`config.mk`:
```
export PLATFORM = sky130hd
export DESIGN_NAME = tps_sequencer
export DESIGN_NICKNAME = d
export VERILOG_FILES = /design/src/tps_pkg.sv /design/src/tps_sequencer.sv /design/src/tps_tx_encoder.sv
export SDC_FILE = /design/constraint.sdc
export NUM_CORES = 2
export LEC_CHECK = 0
export BUFFER_PORTS_ARGS = -buffer_cell sky130_fd_sc_hd__buf_2
export CELL_PAD_IN_SITES_DETAIL_PLACEMENT = 0
export CELL_PAD_IN_SITES_GLOBAL_PLACEMENT = 1
export CORE_ASPECT_RATIO = 0.5
export CORE_MARGIN = 8
export CORE_UTILIZATION = 40
export DETAILED_ROUTE_END_ITERATION = 16
export PLACE_DENSITY = 0.69
export RECOVER_POWER = 100
export SLEW_MARGIN = 20
export SYNTH_ARGS = -nofsm -noshare
export SYNTH_HDL_FRONTEND = slang
export SYNTH_HIERARCHICAL = 1
export SYNTH_SLANG_ARGS = --single-unit
```
`constraint.sdc`:
```
create_clock -name sys_clk_i -period 5.91 [get_ports sys_clk_i]
set_input_delay 1.773 -clock sys_clk_i [delete_from_list [all_inputs] [get_ports sys_clk_i]]
set_output_delay 1.773 -clock sys_clk_i [all_outputs]
set_load 0.005 [all_outputs]
```
`src/tps_pkg.sv`:
```
// constants shared by the timed playback sequencer files
package tps_pkg;
    // register byte addresses
    localparam logic [11:0] TPS_OFS_FIRST_BLK = 12'h800;
    localparam logic [11:0] TPS_OFS_CUR_BLK   = 12'h804;
    localparam logic [11:0] TPS_OFS_CONTROL_STATUS_WORD_ONE      = 12'h808;
    localparam logic [11:0] TPS_OFS_CTRL      = 12'h830;
    localparam logic [11:0] TPS_OFS_CLK_HI    = 12'h834;
    localparam logic [11:0] TPS_OFS_CLK_LO    = 12'h838;
    // control_status_word_one fields
    localparam int TPS_CSR_START     = 0;
    localparam int TPS_CSR_STOPPED   = 1;
    localparam int TPS_CSR_PB_ENABLE = 4;
    localparam int TPS_CSR_TRIG_ARM  = 5;
    localparam int TPS_CSR_STOP_IEN  = 14;
    // engine control word fields
    localparam int TPS_CTL_GLOBAL_ON = 0;
    localparam int TPS_CTL_NO_CLR    = 1;
    localparam int TPS_CTL_SKIP_BACK = 2;
    localparam int TPS_CTL_FORCE_TRG = 3;
    localparam logic [31:0] TPS_RST_WORD = 32'h0000_0000;
    // control block and packet word offsets
    localparam logic [1:0] TPS_BLK_NEXT  = 2'h0;
    localparam logic [1:0] TPS_BLK_TABLE = 2'h1;
    localparam logic [1:0] TPS_BLK_COUNT = 2'h2;
    localparam logic [1:0] TPS_PKT_T_HI  = 2'h0;
    localparam logic [1:0] TPS_PKT_T_LO  = 2'h1;
    localparam logic [1:0] TPS_PKT_DATA  = 2'h2;
    localparam logic [1:0] TPS_LAST_WORD = 2'h2;
    localparam logic [31:0] TPS_PKT_BYTES = 32'h0000_000c;
    // timing
    localparam int TPS_CLK_PERIOD_NS = 40;
    localparam int TPS_CLK_RES_NS    = 20;
    localparam int TPS_CLK_STEP      = TPS_CLK_PERIOD_NS / TPS_CLK_RES_NS;
    localparam int TPS_RESTART_NS    = 20000;
    localparam int TPS_GUARD_CYC     =
        (TPS_RESTART_NS + TPS_CLK_PERIOD_NS - 1) / TPS_CLK_PERIOD_NS;
    localparam int TPS_START_MAX_NS  = 250000;
    localparam int TPS_HALF_BIT_NS   = 5000;
    localparam int TPS_HALF_BIT_CYC  = TPS_HALF_BIT_NS / TPS_CLK_PERIOD_NS;
    localparam int TPS_WORD_BITS     = 32;
    // line driver patterns
    localparam logic [1:0] TPS_LINE_TRI  = 2'h3;
    localparam logic [1:0] TPS_LINE_HIGH = 2'h2;
    localparam logic [1:0] TPS_LINE_LOW  = 2'h1;
    localparam logic [1:0] TPS_LINE_MID  = 2'h0;
endpackage

```
`src/tps_sequencer.sv`:
```
// timed playback sequencer: AHB-Lite registers, block walker, play clock
// Summary of operation
// - packet time and data go to encoder; sent once time <= play clock
// - skip option drops packets strictly older than clock, no interrupt
// - loaded packet starts sending within 10 us of its time
// - relative mode clears play clock to zero at start
// - later packet stalls processing; comparison repeats until due
// - all timing control bits zero means relative timing
// - absolute mode keeps preset clock at start; software presets it
// - start begins at block held in first-block address register
// - each newly sequenced block address goes to current pointer
// - halt on null next pointer or cleared start zeroes pointer
// - cleared start finishes current block, pending time included
// - start bit zero puts line driver in tri-state once the sequencer is idle or in stop
// - block transmission begins within 250 us of start
// - stopped set after all work done; software clears before restart
// - enable ignored while normal transmit runs; global on needed
// - trigger-start holds transmission until a trigger event
// - forced trigger starts armed channels within 50 us of each other
// - with trigger sync, first packet preloaded and held until due
// - stop interrupt enable raises interrupt on any stop
`timescale 1ns/1ps
module tps_sequencer
    import tps_pkg::*;
#(
    parameter int TW        = 64,
    parameter int GUARD_CYC = TPS_GUARD_CYC,
    parameter int HALF_CYC  = TPS_HALF_BIT_CYC
) (
    input  wire logic        sys_clk_i,
    input  wire logic        nrst_i,
    input  wire logic        hsel,
    input  wire logic [31:0] haddr,
    input  wire logic [1:0]  htrans,
    input  wire logic        hwrite,
    input  wire logic [2:0]  hsize,
    input  wire logic [31:0] hwdata,
    input  wire logic        hready,
    output logic             hreadyout,
    output logic             hresp,
    output logic [31:0]      hrdata,
    output logic             mem_req_o,
    output logic [31:0]      mem_addr_o,
    input  wire logic        mem_ack_i,
    input  wire logic [31:0] mem_rdata_i,
    input  wire logic        trig_i,
    input  wire logic        normal_tx_busy_i,
    output logic [1:0]       tx_line_o,
    output logic             stop_irq_o
);
    typedef enum logic [2:0] {
        S_IDLE = 3'b000,
        S_HDR  = 3'b001,
        S_PKT  = 3'b010,
        S_EVAL = 3'b011,
        S_BEND = 3'b100,
        S_STOP = 3'b101
    } tps_seq_st_t;

    // software-side registers
    logic [31:0]   first_q, first_d;
    logic          start_q, start_d;
    logic          stopped_q, stopped_d;
    logic          pb_en_q, pb_en_d;
    logic          trg_arm_q, trg_arm_d;
    logic          stop_ien_q, stop_ien_d;
    logic          glob_on_q, glob_on_d;
    logic          no_clr_q, no_clr_d;
    logic          skip_q, skip_d;
    logic          force_q, force_d;
    logic          go_pend_q, go_pend_d;
    logic          wr_q, wr_d;
    logic [11:0]   waddr_q, waddr_d;
    logic [31:0]   rdata_q, rdata_d;
    logic          preset_hi_w, preset_lo_w;
    // sequencer state
    tps_seq_st_t   st_q, st_d;
    logic [31:0]   cur_q, cur_d;
    logic [31:0]   next_q, next_d;
    logic [31:0]   tbl_q, tbl_d;
    logic [31:0]   left_q, left_d;
    logic [1:0]    widx_q, widx_d;
    logic [31:0]   thi_q, thi_d;
    logic [31:0]   tlo_q, tlo_d;
    logic [31:0]   pdat_q, pdat_d;
    logic [TW-1:0] pbclk_q, pbclk_d;
    logic          armed_q, armed_d;
    logic          trigd_q, trigd_d;
    logic [15:0]   guard_q, guard_d;
    logic          irq_q, irq_d;
    // trigger pin synchroniser
    logic          trg_s1_q, trg_s2_q, trg_s3_q;

    logic          addr_ok, start_go, trig_evt, running, clk_run;
    logic          enc_load, enc_busy, enc_start;
    logic [1:0]    enc_line;
    logic [TW-1:0] pkt_time;

    // zero-wait slave, single register per aligned word
    assign addr_ok   = hsel && hready && htrans[1];
    assign hreadyout = 1'b1;
    assign hresp     = 1'b0;
    assign hrdata    = rdata_q;

    assign pkt_time = TW'({thi_q, tlo_q});
    assign trig_evt = (trg_s2_q && !trg_s3_q) || force_q;
    // enable bit only counts while normal transmit is quiet
    assign start_go = (st_q == S_IDLE) && go_pend_q && pb_en_q &&
        glob_on_q && !normal_tx_busy_i;
    assign running  = (st_q != S_IDLE) && (st_q != S_STOP);
    assign clk_run  = running && (!armed_q || trigd_q);
    assign preset_hi_w = wr_q && (waddr_q == TPS_OFS_CLK_HI);
    assign preset_lo_w = wr_q && (waddr_q == TPS_OFS_CLK_LO);

    // register bus group
    always_comb begin
        first_d = first_q; start_d = start_q; stopped_d = stopped_q;
        pb_en_d = pb_en_q; trg_arm_d = trg_arm_q; stop_ien_d = stop_ien_q;
        glob_on_d = glob_on_q; no_clr_d = no_clr_q; skip_d = skip_q;
        force_d = 1'b0; go_pend_d = go_pend_q && !start_go;
        wr_d = addr_ok && hwrite;
        waddr_d = addr_ok ? haddr[11:0] : waddr_q;
        rdata_d = rdata_q;
        if (addr_ok && !hwrite) begin
            unique case (haddr[11:0])
                TPS_OFS_FIRST_BLK: rdata_d = first_q;
                TPS_OFS_CUR_BLK:   rdata_d = cur_q;
                TPS_OFS_CONTROL_STATUS_WORD_ONE: begin
                    rdata_d = TPS_RST_WORD;
                    rdata_d[TPS_CSR_START]     = start_q;
                    rdata_d[TPS_CSR_STOPPED]   = stopped_q;
                    rdata_d[TPS_CSR_PB_ENABLE] = pb_en_q;
                    rdata_d[TPS_CSR_TRIG_ARM]  = trg_arm_q;
                    rdata_d[TPS_CSR_STOP_IEN]  = stop_ien_q;
                end
                TPS_OFS_CTRL: begin
                    rdata_d = TPS_RST_WORD;
                    rdata_d[TPS_CTL_GLOBAL_ON] = glob_on_q;
                    rdata_d[TPS_CTL_NO_CLR]    = no_clr_q;
                    rdata_d[TPS_CTL_SKIP_BACK] = skip_q;
                end
                TPS_OFS_CLK_HI: rdata_d = 32'(pbclk_q >> 32);
                TPS_OFS_CLK_LO: rdata_d = pbclk_q[31:0];
                default:        rdata_d = TPS_RST_WORD;
            endcase
        end
        if (wr_q) begin
            unique case (waddr_q)
                TPS_OFS_FIRST_BLK: first_d = hwdata;
                TPS_OFS_CONTROL_STATUS_WORD_ONE: begin
                    start_d    = hwdata[TPS_CSR_START];
                    pb_en_d    = hwdata[TPS_CSR_PB_ENABLE];
                    trg_arm_d  = hwdata[TPS_CSR_TRIG_ARM];
                    stop_ien_d = hwdata[TPS_CSR_STOP_IEN];
                    if (hwdata[TPS_CSR_STOPPED]) begin
                        stopped_d = 1'b0;
                    end
                    if (hwdata[TPS_CSR_START] && !start_q) begin
                        go_pend_d = 1'b1;
                    end
                    if (!hwdata[TPS_CSR_START]) begin
                        go_pend_d = 1'b0;
                    end
                end
                TPS_OFS_CTRL: begin
                    glob_on_d = hwdata[TPS_CTL_GLOBAL_ON];
                    no_clr_d  = hwdata[TPS_CTL_NO_CLR];
                    skip_d    = hwdata[TPS_CTL_SKIP_BACK];
                    force_d   = hwdata[TPS_CTL_FORCE_TRG];
                end
                default: ;
            endcase
        end
        // hardware set wins over a clear in the same cycle
        if (st_q == S_STOP && guard_q == 16'h0000) begin
            stopped_d = 1'b1;
        end
    end

    always_ff @(posedge sys_clk_i) begin
        if (!nrst_i) begin
            // all-zero reset selects relative timing
            first_q <= TPS_RST_WORD; start_q <= 1'b0; stopped_q <= 1'b0;
            pb_en_q <= 1'b0; trg_arm_q <= 1'b0; stop_ien_q <= 1'b0;
            glob_on_q <= 1'b0; no_clr_q <= 1'b0; skip_q <= 1'b0;
            force_q <= 1'b0; go_pend_q <= 1'b0; wr_q <= 1'b0;
            waddr_q <= 12'h000; rdata_q <= TPS_RST_WORD;
        end else begin
            first_q <= first_d; start_q <= start_d; stopped_q <= stopped_d;
            pb_en_q <= pb_en_d; trg_arm_q <= trg_arm_d;
            stop_ien_q <= stop_ien_d; glob_on_q <= glob_on_d;
            no_clr_q <= no_clr_d; skip_q <= skip_d; force_q <= force_d;
            go_pend_q <= go_pend_d; wr_q <= wr_d; waddr_q <= waddr_d;
            rdata_q <= rdata_d;
        end
    end

    // sequencer group
    always_comb begin
        st_d = st_q; cur_d = cur_q; next_d = next_q; tbl_d = tbl_q;
        left_d = left_q; widx_d = widx_q; thi_d = thi_q; tlo_d = tlo_q;
        pdat_d = pdat_q; armed_d = armed_q; guard_d = guard_q;
        trigd_d = trigd_q || (armed_q && trig_evt);
        irq_d = 1'b0; enc_load = 1'b0;
        pbclk_d = clk_run ? pbclk_q + TW'(TPS_CLK_STEP) : pbclk_q;
        if (preset_hi_w) begin
            pbclk_d = TW'({hwdata, pbclk_q[31:0]});
        end else if (preset_lo_w) begin
            pbclk_d = TW'({pbclk_q[TW-1:32], hwdata});
        end
        unique case (st_q)
            S_IDLE: begin
                if (start_go) begin
                    st_d = S_HDR; widx_d = 2'h0;
                    cur_d = first_q;
                    armed_d = trg_arm_q; trigd_d = 1'b0;
                    if (!no_clr_q) begin
                        pbclk_d = '0;
                    end
                end
            end
            S_HDR: begin
                if (mem_ack_i) begin
                    widx_d = widx_q + 2'h1;
                    unique case (widx_q)
                        TPS_BLK_NEXT:  next_d = mem_rdata_i;
                        TPS_BLK_TABLE: tbl_d  = mem_rdata_i;
                        default:       left_d = mem_rdata_i;
                    endcase
                    if (widx_q == TPS_LAST_WORD) begin
                        widx_d = 2'h0;
                        st_d = (mem_rdata_i == 32'h0000_0000) ? S_BEND : S_PKT;
                    end
                end
            end
            S_PKT: begin
                if (mem_ack_i) begin
                    widx_d = widx_q + 2'h1;
                    unique case (widx_q)
                        TPS_PKT_T_HI: thi_d  = mem_rdata_i;
                        TPS_PKT_T_LO: tlo_d  = mem_rdata_i;
                        default:      pdat_d = mem_rdata_i;
                    endcase
                    if (widx_q == TPS_LAST_WORD) begin
                        widx_d = 2'h0;
                        st_d = S_EVAL;
                    end
                end
            end
            S_EVAL: begin
                // one packet in flight: the next waits for the encoder
                if (skip_q && (pkt_time < pbclk_q)) begin
                    left_d = left_q - 32'h0000_0001;
                    tbl_d = tbl_q + TPS_PKT_BYTES;
                    st_d = (left_q == 32'h0000_0001) ? S_BEND : S_PKT;
                end else if (!enc_busy) begin
                    enc_load = 1'b1;
                    left_d = left_q - 32'h0000_0001;
                    tbl_d = tbl_q + TPS_PKT_BYTES;
                    st_d = (left_q == 32'h0000_0001) ? S_BEND : S_PKT;
                end
            end
            S_BEND: begin
                // block ends only once the last packet has gone out
                if (!enc_busy) begin
                    if (start_q && next_q != 32'h0000_0000) begin
                        cur_d = next_q;
                        st_d = S_HDR;
                    end else begin
                        cur_d = 32'h0000_0000;
                        guard_d = 16'(GUARD_CYC);
                        st_d = S_STOP;
                    end
                end
            end
            S_STOP: begin
                if (guard_q == 16'h0000) begin
                    st_d = S_IDLE;
                    irq_d = stop_ien_q;
                end else begin
                    guard_d = guard_q - 16'h0001;
                end
            end
            default: st_d = S_IDLE;
        endcase
    end

    always_ff @(posedge sys_clk_i) begin
        if (!nrst_i) begin
            st_q <= S_IDLE; cur_q <= 32'h0000_0000; next_q <= 32'h0000_0000;
            tbl_q <= 32'h0000_0000; left_q <= 32'h0000_0000; widx_q <= 2'h0;
            thi_q <= 32'h0000_0000; tlo_q <= 32'h0000_0000;
            pdat_q <= 32'h0000_0000; pbclk_q <= '0; armed_q <= 1'b0;
            trigd_q <= 1'b0; guard_q <= 16'h0000; irq_q <= 1'b0;
            trg_s1_q <= 1'b0; trg_s2_q <= 1'b0; trg_s3_q <= 1'b0;
        end else begin
            st_q <= st_d; cur_q <= cur_d; next_q <= next_d; tbl_q <= tbl_d;
            left_q <= left_d; widx_q <= widx_d; thi_q <= thi_d;
            tlo_q <= tlo_d; pdat_q <= pdat_d; pbclk_q <= pbclk_d;
            armed_q <= armed_d; trigd_q <= trigd_d; guard_q <= guard_d;
            irq_q <= irq_d;
            trg_s1_q <= trig_i; trg_s2_q <= trg_s1_q; trg_s3_q <= trg_s2_q;
        end
    end

    assign mem_req_o  = (st_q == S_HDR) || (st_q == S_PKT);
    assign mem_addr_o = ((st_q == S_HDR) ? cur_q : tbl_q) + {28'h0000000,
        widx_q, 2'b00};
    assign tx_line_o  = start_q || running ? enc_line : TPS_LINE_TRI;
    assign stop_irq_o = irq_q;

    tps_tx_encoder #(
        .TW       (TW),
        .HALF_CYC (HALF_CYC)
    ) u_enc (
        .sys_clk_i (sys_clk_i),
        .nrst_i    (nrst_i),
        .load_i    (enc_load),
        .time_i    (pkt_time),
        .data_i    (pdat_q),
        .go_i      (clk_run),
        .pb_clk_i  (pbclk_q),
        .busy_o    (enc_busy),
        .start_o   (enc_start),
        .line_o    (enc_line)
    );
endmodule // tps_sequencer

```
`src/tps_tx_encoder.sv`:
```
// transmit encoder: holds one packet until its time, then sends it
`timescale 1ns/1ps
module tps_tx_encoder
    import tps_pkg::*;
#(
    parameter int TW       = 64,
    parameter int HALF_CYC = TPS_HALF_BIT_CYC
) (
    input  wire logic          sys_clk_i,
    input  wire logic          nrst_i,
    input  wire logic          load_i,
    input  wire logic [TW-1:0] time_i,
    input  wire logic [31:0]   data_i,
    input  wire logic          go_i,
    input  wire logic [TW-1:0] pb_clk_i,
    output logic               busy_o,
    output logic               start_o,
    output logic [1:0]         line_o
);
    typedef enum logic [1:0] {
        E_IDLE = 2'b00,
        E_HOLD = 2'b01,
        E_SEND = 2'b10
    } tps_enc_st_t;

    tps_enc_st_t     st_q, st_d;
    logic [TW-1:0]   time_q, time_d;
    logic [31:0]     shf_q, shf_d;
    logic [5:0]      bit_q, bit_d;
    logic [15:0]     cnt_q, cnt_d;
    logic            half_q, half_d;
    logic [1:0]      line_q, line_d;
    logic            due;

    // full-width compare every cycle, one clock step is two 20 ns units
    assign due     = go_i && (time_q <= pb_clk_i);
    assign start_o = (st_q == E_HOLD) && due;
    assign busy_o  = (st_q != E_IDLE);

    always_comb begin
        st_d = st_q; time_d = time_q; shf_d = shf_q; bit_d = bit_q;
        cnt_d = cnt_q; half_d = half_q; line_d = line_q;
        unique case (st_q)
            E_IDLE: begin
                line_d = TPS_LINE_MID;
                if (load_i) begin
                    time_d = time_i;
                    shf_d  = data_i;
                    st_d   = E_HOLD;
                end
            end
            E_HOLD: begin
                if (due) begin
                    st_d   = E_SEND;
                    bit_d  = 6'(TPS_WORD_BITS - 1);
                    cnt_d  = 16'(HALF_CYC - 1);
                    half_d = 1'b0;
                    line_d = shf_q[0] ? TPS_LINE_HIGH : TPS_LINE_LOW;
                end
            end
            E_SEND: begin
                if (cnt_q != 16'h0000) begin
                    cnt_d = cnt_q - 16'h0001;
                end else if (!half_q) begin
                    half_d = 1'b1;
                    cnt_d  = 16'(HALF_CYC - 1);
                    line_d = TPS_LINE_MID;
                end else if (bit_q == 6'h00) begin
                    st_d   = E_IDLE;
                end else begin
                    shf_d  = {1'b0, shf_q[31:1]};
                    bit_d  = bit_q - 6'h01;
                    half_d = 1'b0;
                    cnt_d  = 16'(HALF_CYC - 1);
                    line_d = shf_q[1] ? TPS_LINE_HIGH : TPS_LINE_LOW;
                end
            end
            default: st_d = E_IDLE;
        endcase
    end

    always_ff @(posedge sys_clk_i) begin
        if (!nrst_i) begin
            st_q <= E_IDLE; time_q <= '0; shf_q <= 32'h0000_0000;
            bit_q <= 6'h00; cnt_q <= 16'h0000; half_q <= 1'b0;
            line_q <= TPS_LINE_MID;
        end else begin
            st_q <= st_d; time_q <= time_d; shf_q <= shf_d; bit_q <= bit_d;
            cnt_q <= cnt_d; half_q <= half_d; line_q <= line_d;
        end
    end
    assign line_o = line_q;
endmodule // tps_tx_encoder
```
==> run_summary.xml <==
<?xml version="1.0" encoding="UTF-8"?>
<metrics>
  <group name="outcome">
    <metric name="run_status" unit="">finished with violations</metric>
    <metric name="violated_checks" unit="">max-capacitance violations, max-slew violations</metric>
  </group>
  <group name="floorplan">
    <metric name="core.rowCount" unit="">69</metric>
    <metric name="die_area" unit="um^2">81140</metric>
    <metric name="initial_core_util" unit="%">40.42</metric>
    <metric name="die_height" unit="um">205.5</metric>
    <metric name="fp.coreArea" unit="um^2">71050</metric>
    <metric name="horizontal_die_dimension" unit="um">394.9</metric>
    <metric name="num_io_pins" unit="">179</metric>
  </group>
  <group name="placement">
    <metric name="io_buffer_count" unit="">152</metric>
    <metric name="dp.final_hpwl" unit="um">81750</metric>
    <metric name="globalplace.congestion" unit="">0.9313</metric>
    <metric name="standard_cell_area_after_detailed_placement" unit="um^2">30240</metric>
  </group>
  <group name="worst_hold_path">
    <metric name="hold_start" unit="">trg_s1_q</metric>
    <metric name="min_to" unit="">trg_s2_q</metric>
    <metric name="hold_depth" unit="">1</metric>
    <metric name="hp-class" unit="">reg -&gt; reg</metric>
  </group>
  <group name="grt">
    <metric name="first_global_vias" unit="">25590</metric>
    <metric name="grt_overflow" unit="">0</metric>
    <metric name="grt_max_degree" unit="">113</metric>
    <metric name="grt_pass1_wl" unit="um">166400</metric>
    <metric name="groute.usage.overall" unit="%">26.58</metric>
    <metric name="grt_antenna_before_repair" unit="">14</metric>
  </group>
  <group name="worst_setup_path">
    <metric name="crit_required" unit="ns">4.14</metric>
    <metric name="most_repeated_library_cell_on_the_critical_path" unit="">sky130_fd_sc_hd__buf_4</metric>
    <metric name="cpMaxStageDelayCell" unit="">sky130_fd_sc_hd__nor4_4</metric>
    <metric name="start_kind" unit="">register</metric>
    <metric name="crit_family" unit="">simple AND/OR/NAND/NOR gates</metric>
    <metric name="timing.reg2reg.setup_slack" unit="ns">0.27</metric>
    <metric name="worst-path-max-fanout" unit="">31</metric>
    <metric name="crit-reg2reg-capture" unit="">tbl_q[26]</metric>
    <metric name="timing.critical_path.arrival" unit="ns">3.91</metric>
    <metric name="critical_path.max_stage_delay" unit="ns">0.54</metric>
    <metric name="bufs_and_invs_on_worst_path" unit="">4</metric>
    <metric name="critical_path.cell_chain" unit="">buf_4 -&gt; nor3b_4 -&gt; buf_4 -&gt; buf_4 -&gt; a41oi_1 -&gt; nor4_4 -&gt; and3_1 -&gt; nor2b_1 -&gt; xnor2_1 -&gt; buf_2</metric>
    <metric name="crit_path_end_kind" unit="">output port</metric>
    <metric name="worstSetupStartpoint" unit="">st_q[2]</metric>
    <metric name="r2r_cells" unit="">9</metric>
    <metric name="timing_worst_setup_path_type" unit="">reg -&gt; out</metric>
    <metric name="critical_path.reg2reg.startpoint" unit="">pbclk_q[35]</metric>
  </group>
  <group name="synth">
    <metric name="synth.cell_area" unit="um^2">28720</metric>
    <metric name="number_of_instances_in_the_synthesized_netlist" unit="">3737</metric>
    <metric name="yosys_warnings" unit="">6</metric>
    <metric name="synthesis.area_per_instance" unit="um^2">7.685</metric>
    <metric name="postSynthNetCount" unit="">3988</metric>
  </group>
  <group name="clocking">
    <metric name="clock_insertion_delay_worst_skew" unit="ns">0.62</metric>
    <metric name="clock_tree.buffer_depth" unit="">3</metric>
    <metric name="cts.clk_slew.worst_paths" unit="ns">0.07</metric>
    <metric name="cts_num_sinks" unit="">525</metric>
    <metric name="postCtsResizedCells" unit="">0</metric>
    <metric name="cts_inserted_buffers" unit="">51</metric>
    <metric name="cts_h_tree_lvls" unit="">2</metric>
    <metric name="postCtsSetupBuffers" unit="">0</metric>
    <metric name="cts-root-buf" unit="">sky130_fd_sc_hd__clkbuf_16</metric>
    <metric name="cts_hold_buf" unit="">0</metric>
    <metric name="tritoncts_clock_tree" unit="">built</metric>
  </group>
  <group name="pwr">
    <metric name="vdd.ir_drop.worst" unit="mV">0.2288</metric>
    <metric name="leakagePower" unit="nW">10.90</metric>
    <metric name="pwr_density_cell" unit="nW/um^2">304.2</metric>
  </group>
  <group name="drt">
    <metric name="firstDrtPassIters" unit="">9</metric>
    <metric name="avgRoutedWirePerCell" unit="um">23.93</metric>
    <metric name="drc" unit="">0</metric>
    <metric name="detail_route.vias_per_cell" unit="">5.848</metric>
    <metric name="detailroute.via_count" unit="">27740</metric>
    <metric name="drt_first_iter_violations" unit="">2797</metric>
    <metric name="antenna_left" unit="">0</metric>
    <metric name="drt-total-wl" unit="um">113500</metric>
  </group>
  <group name="timing">
    <metric name="fin_setup_tns" unit="ns">0</metric>
    <metric name="count_of_pins_over_their_slew_limit" unit="">529</metric>
    <metric name="max-slew-margin-rel" unit="%">-119.7</metric>
    <metric name="finalClockSkew" unit="ns">0.02221</metric>
    <metric name="max_freq" unit="MHz">175.9</metric>
    <metric name="layout_min_cycle_time" unit="ns">5.684</metric>
    <metric name="tightest_slew" unit="ns">3.284</metric>
    <metric name="finalHoldViolCount" unit="">0</metric>
    <metric name="rsz0062_at_grt" unit="">false</metric>
    <metric name="setup_violations" unit="">0</metric>
    <metric name="period_share" unit="%">96.17</metric>
  </group>
  <group name="cells_and_area">
    <metric name="nets" unit="">3995</metric>
    <metric name="postLayoutCellArea" unit="um^2">31770</metric>
    <metric name="num-fill-cells" unit="">7278</metric>
    <metric name="drive_above_1_share" unit="%">8.942</metric>
    <metric name="area_growth" unit="%">10.62</metric>
  </group>
  <group name="flow_run">
    <metric name="maxCapViolations" unit="">11</metric>
  </group>
</metrics>
[where the power goes]
part / internal, mW / switching, mW / leakage (nW)
Sequential: 3.73 / 0.230 / 4.23
Clock: 1.96 / 1.53 / 0.847
Combinational: 0.741 / 1.48 / 5.82
[worst register-to-register path, stage by stage, from the launching register on]
cell and delay (ns):
sky130_fd_sc_hd__dfxtp_1 0.54, sky130_fd_sc_hd__inv_1 0.17, sky130_fd_sc_hd__ha_1 0.32, sky130_fd_sc_hd__a21oi_1 0.14, sky130_fd_sc_hd__o21ai_0 0.09, sky130_fd_sc_hd__a221oi_1 0.48, sky130_fd_sc_hd__o221ai_1 0.58, sky130_fd_sc_hd__o41ai_1 1.99
sky130_fd_sc_hd__nand3_1 0.86, sky130_fd_sc_hd__o22ai_1 0.40
[cells in the final DEF, fill, tap and decap left out, drive strengths merged, types with 11 or more instances in the layout]
cell      n
nand3    94
mux2     28
a31oi    26
and4     14
clkbuf  141
a211oi  109
nor3     63
or3      28
a22oi    43
xor2     20
and3     30
nand2b   13
o22ai    13
buf     144
nand2   708
and2     20
o21ai   169
xnor2    54
inv     163
ha      141
a222oi   29
or2      11
a21oi   441
or4      13
nor2    310
o31ai    36
a311oi   11
nor4     63
a221oi   13
mux2i    74
nand4    65
a31o     14
dfxtp   525
[metrics by stage]
step                hold slack, ns  setup slack [ns]  cells  utilization, %  total power, mW
global route                0.4722          0.006089   4742           44.70            10.09
CTS                         0.4461            0.1814   4737           44.97            9.719
detailed placement          0.4248            0.8604   4648           42.56            6.238
global placement            0.4139            0.8808   4648           42.56            6.204
finish                      0.4417            0.2265   4744           44.71            9.664
floorplan                   0.4119            0.4441   3737               -            5.394
[final cells by class]
cell class	instances	area, um^2	share of cell area, %
Multi-Input combinational cell	2797	16600	52.26
Sequential cell	525	10510	33.08
Clock buffer	80	1588	4.998
Tap cell	958	1199	3.773
Timing Repair Buffer	205	1109	3.490
Inverter	164	624.3	1.965
Clock inverter	9	120.1	0.3781
Antenna cell	6	15.01	0.04726
[layer usage]
| metal | vias up | global-route usage, % | share of wire, % |
|---|---|---|---|
| met1 | 13280 | 37.66 | 46 |
| met4 | 0 | 7.390 | 2.7 |
| met5 | - | 0 | 0 |
| li1 | 13340 | - | - |
| met2 | 964 | 38.74 | 41 |
| met3 | 159 | 8.170 | 10 |
[registers in the layout, indices dropped and copies added (netlist names), 16 cells and up]
name and count:
cur_q 32, first_q 32, guard_q 16, hrdata 32
left_q 32, next_q 32, pbclk_q 64, pdat_q 32
tbl_q 32, thi_q 32, tlo_q 32, u_enc/cnt_q 16
u_enc/shf_q 32, u_enc/time_q 64
[worst max path at each step]
stage	endpoint	slack (ns)	cells after the start
floorplan	mem_addr_o[29]	0.44	16
detailed placement	mem_addr_o[26]	0.86	10
CTS	mem_addr_o[26]	0.18	10
global route	mem_addr_o[19]	0.006	10
finish	mem_addr_o[26]	0.23	10
global placement	mem_addr_o[30]	0.88	10
No activity file was read; power rests on OpenSTA's default activity.
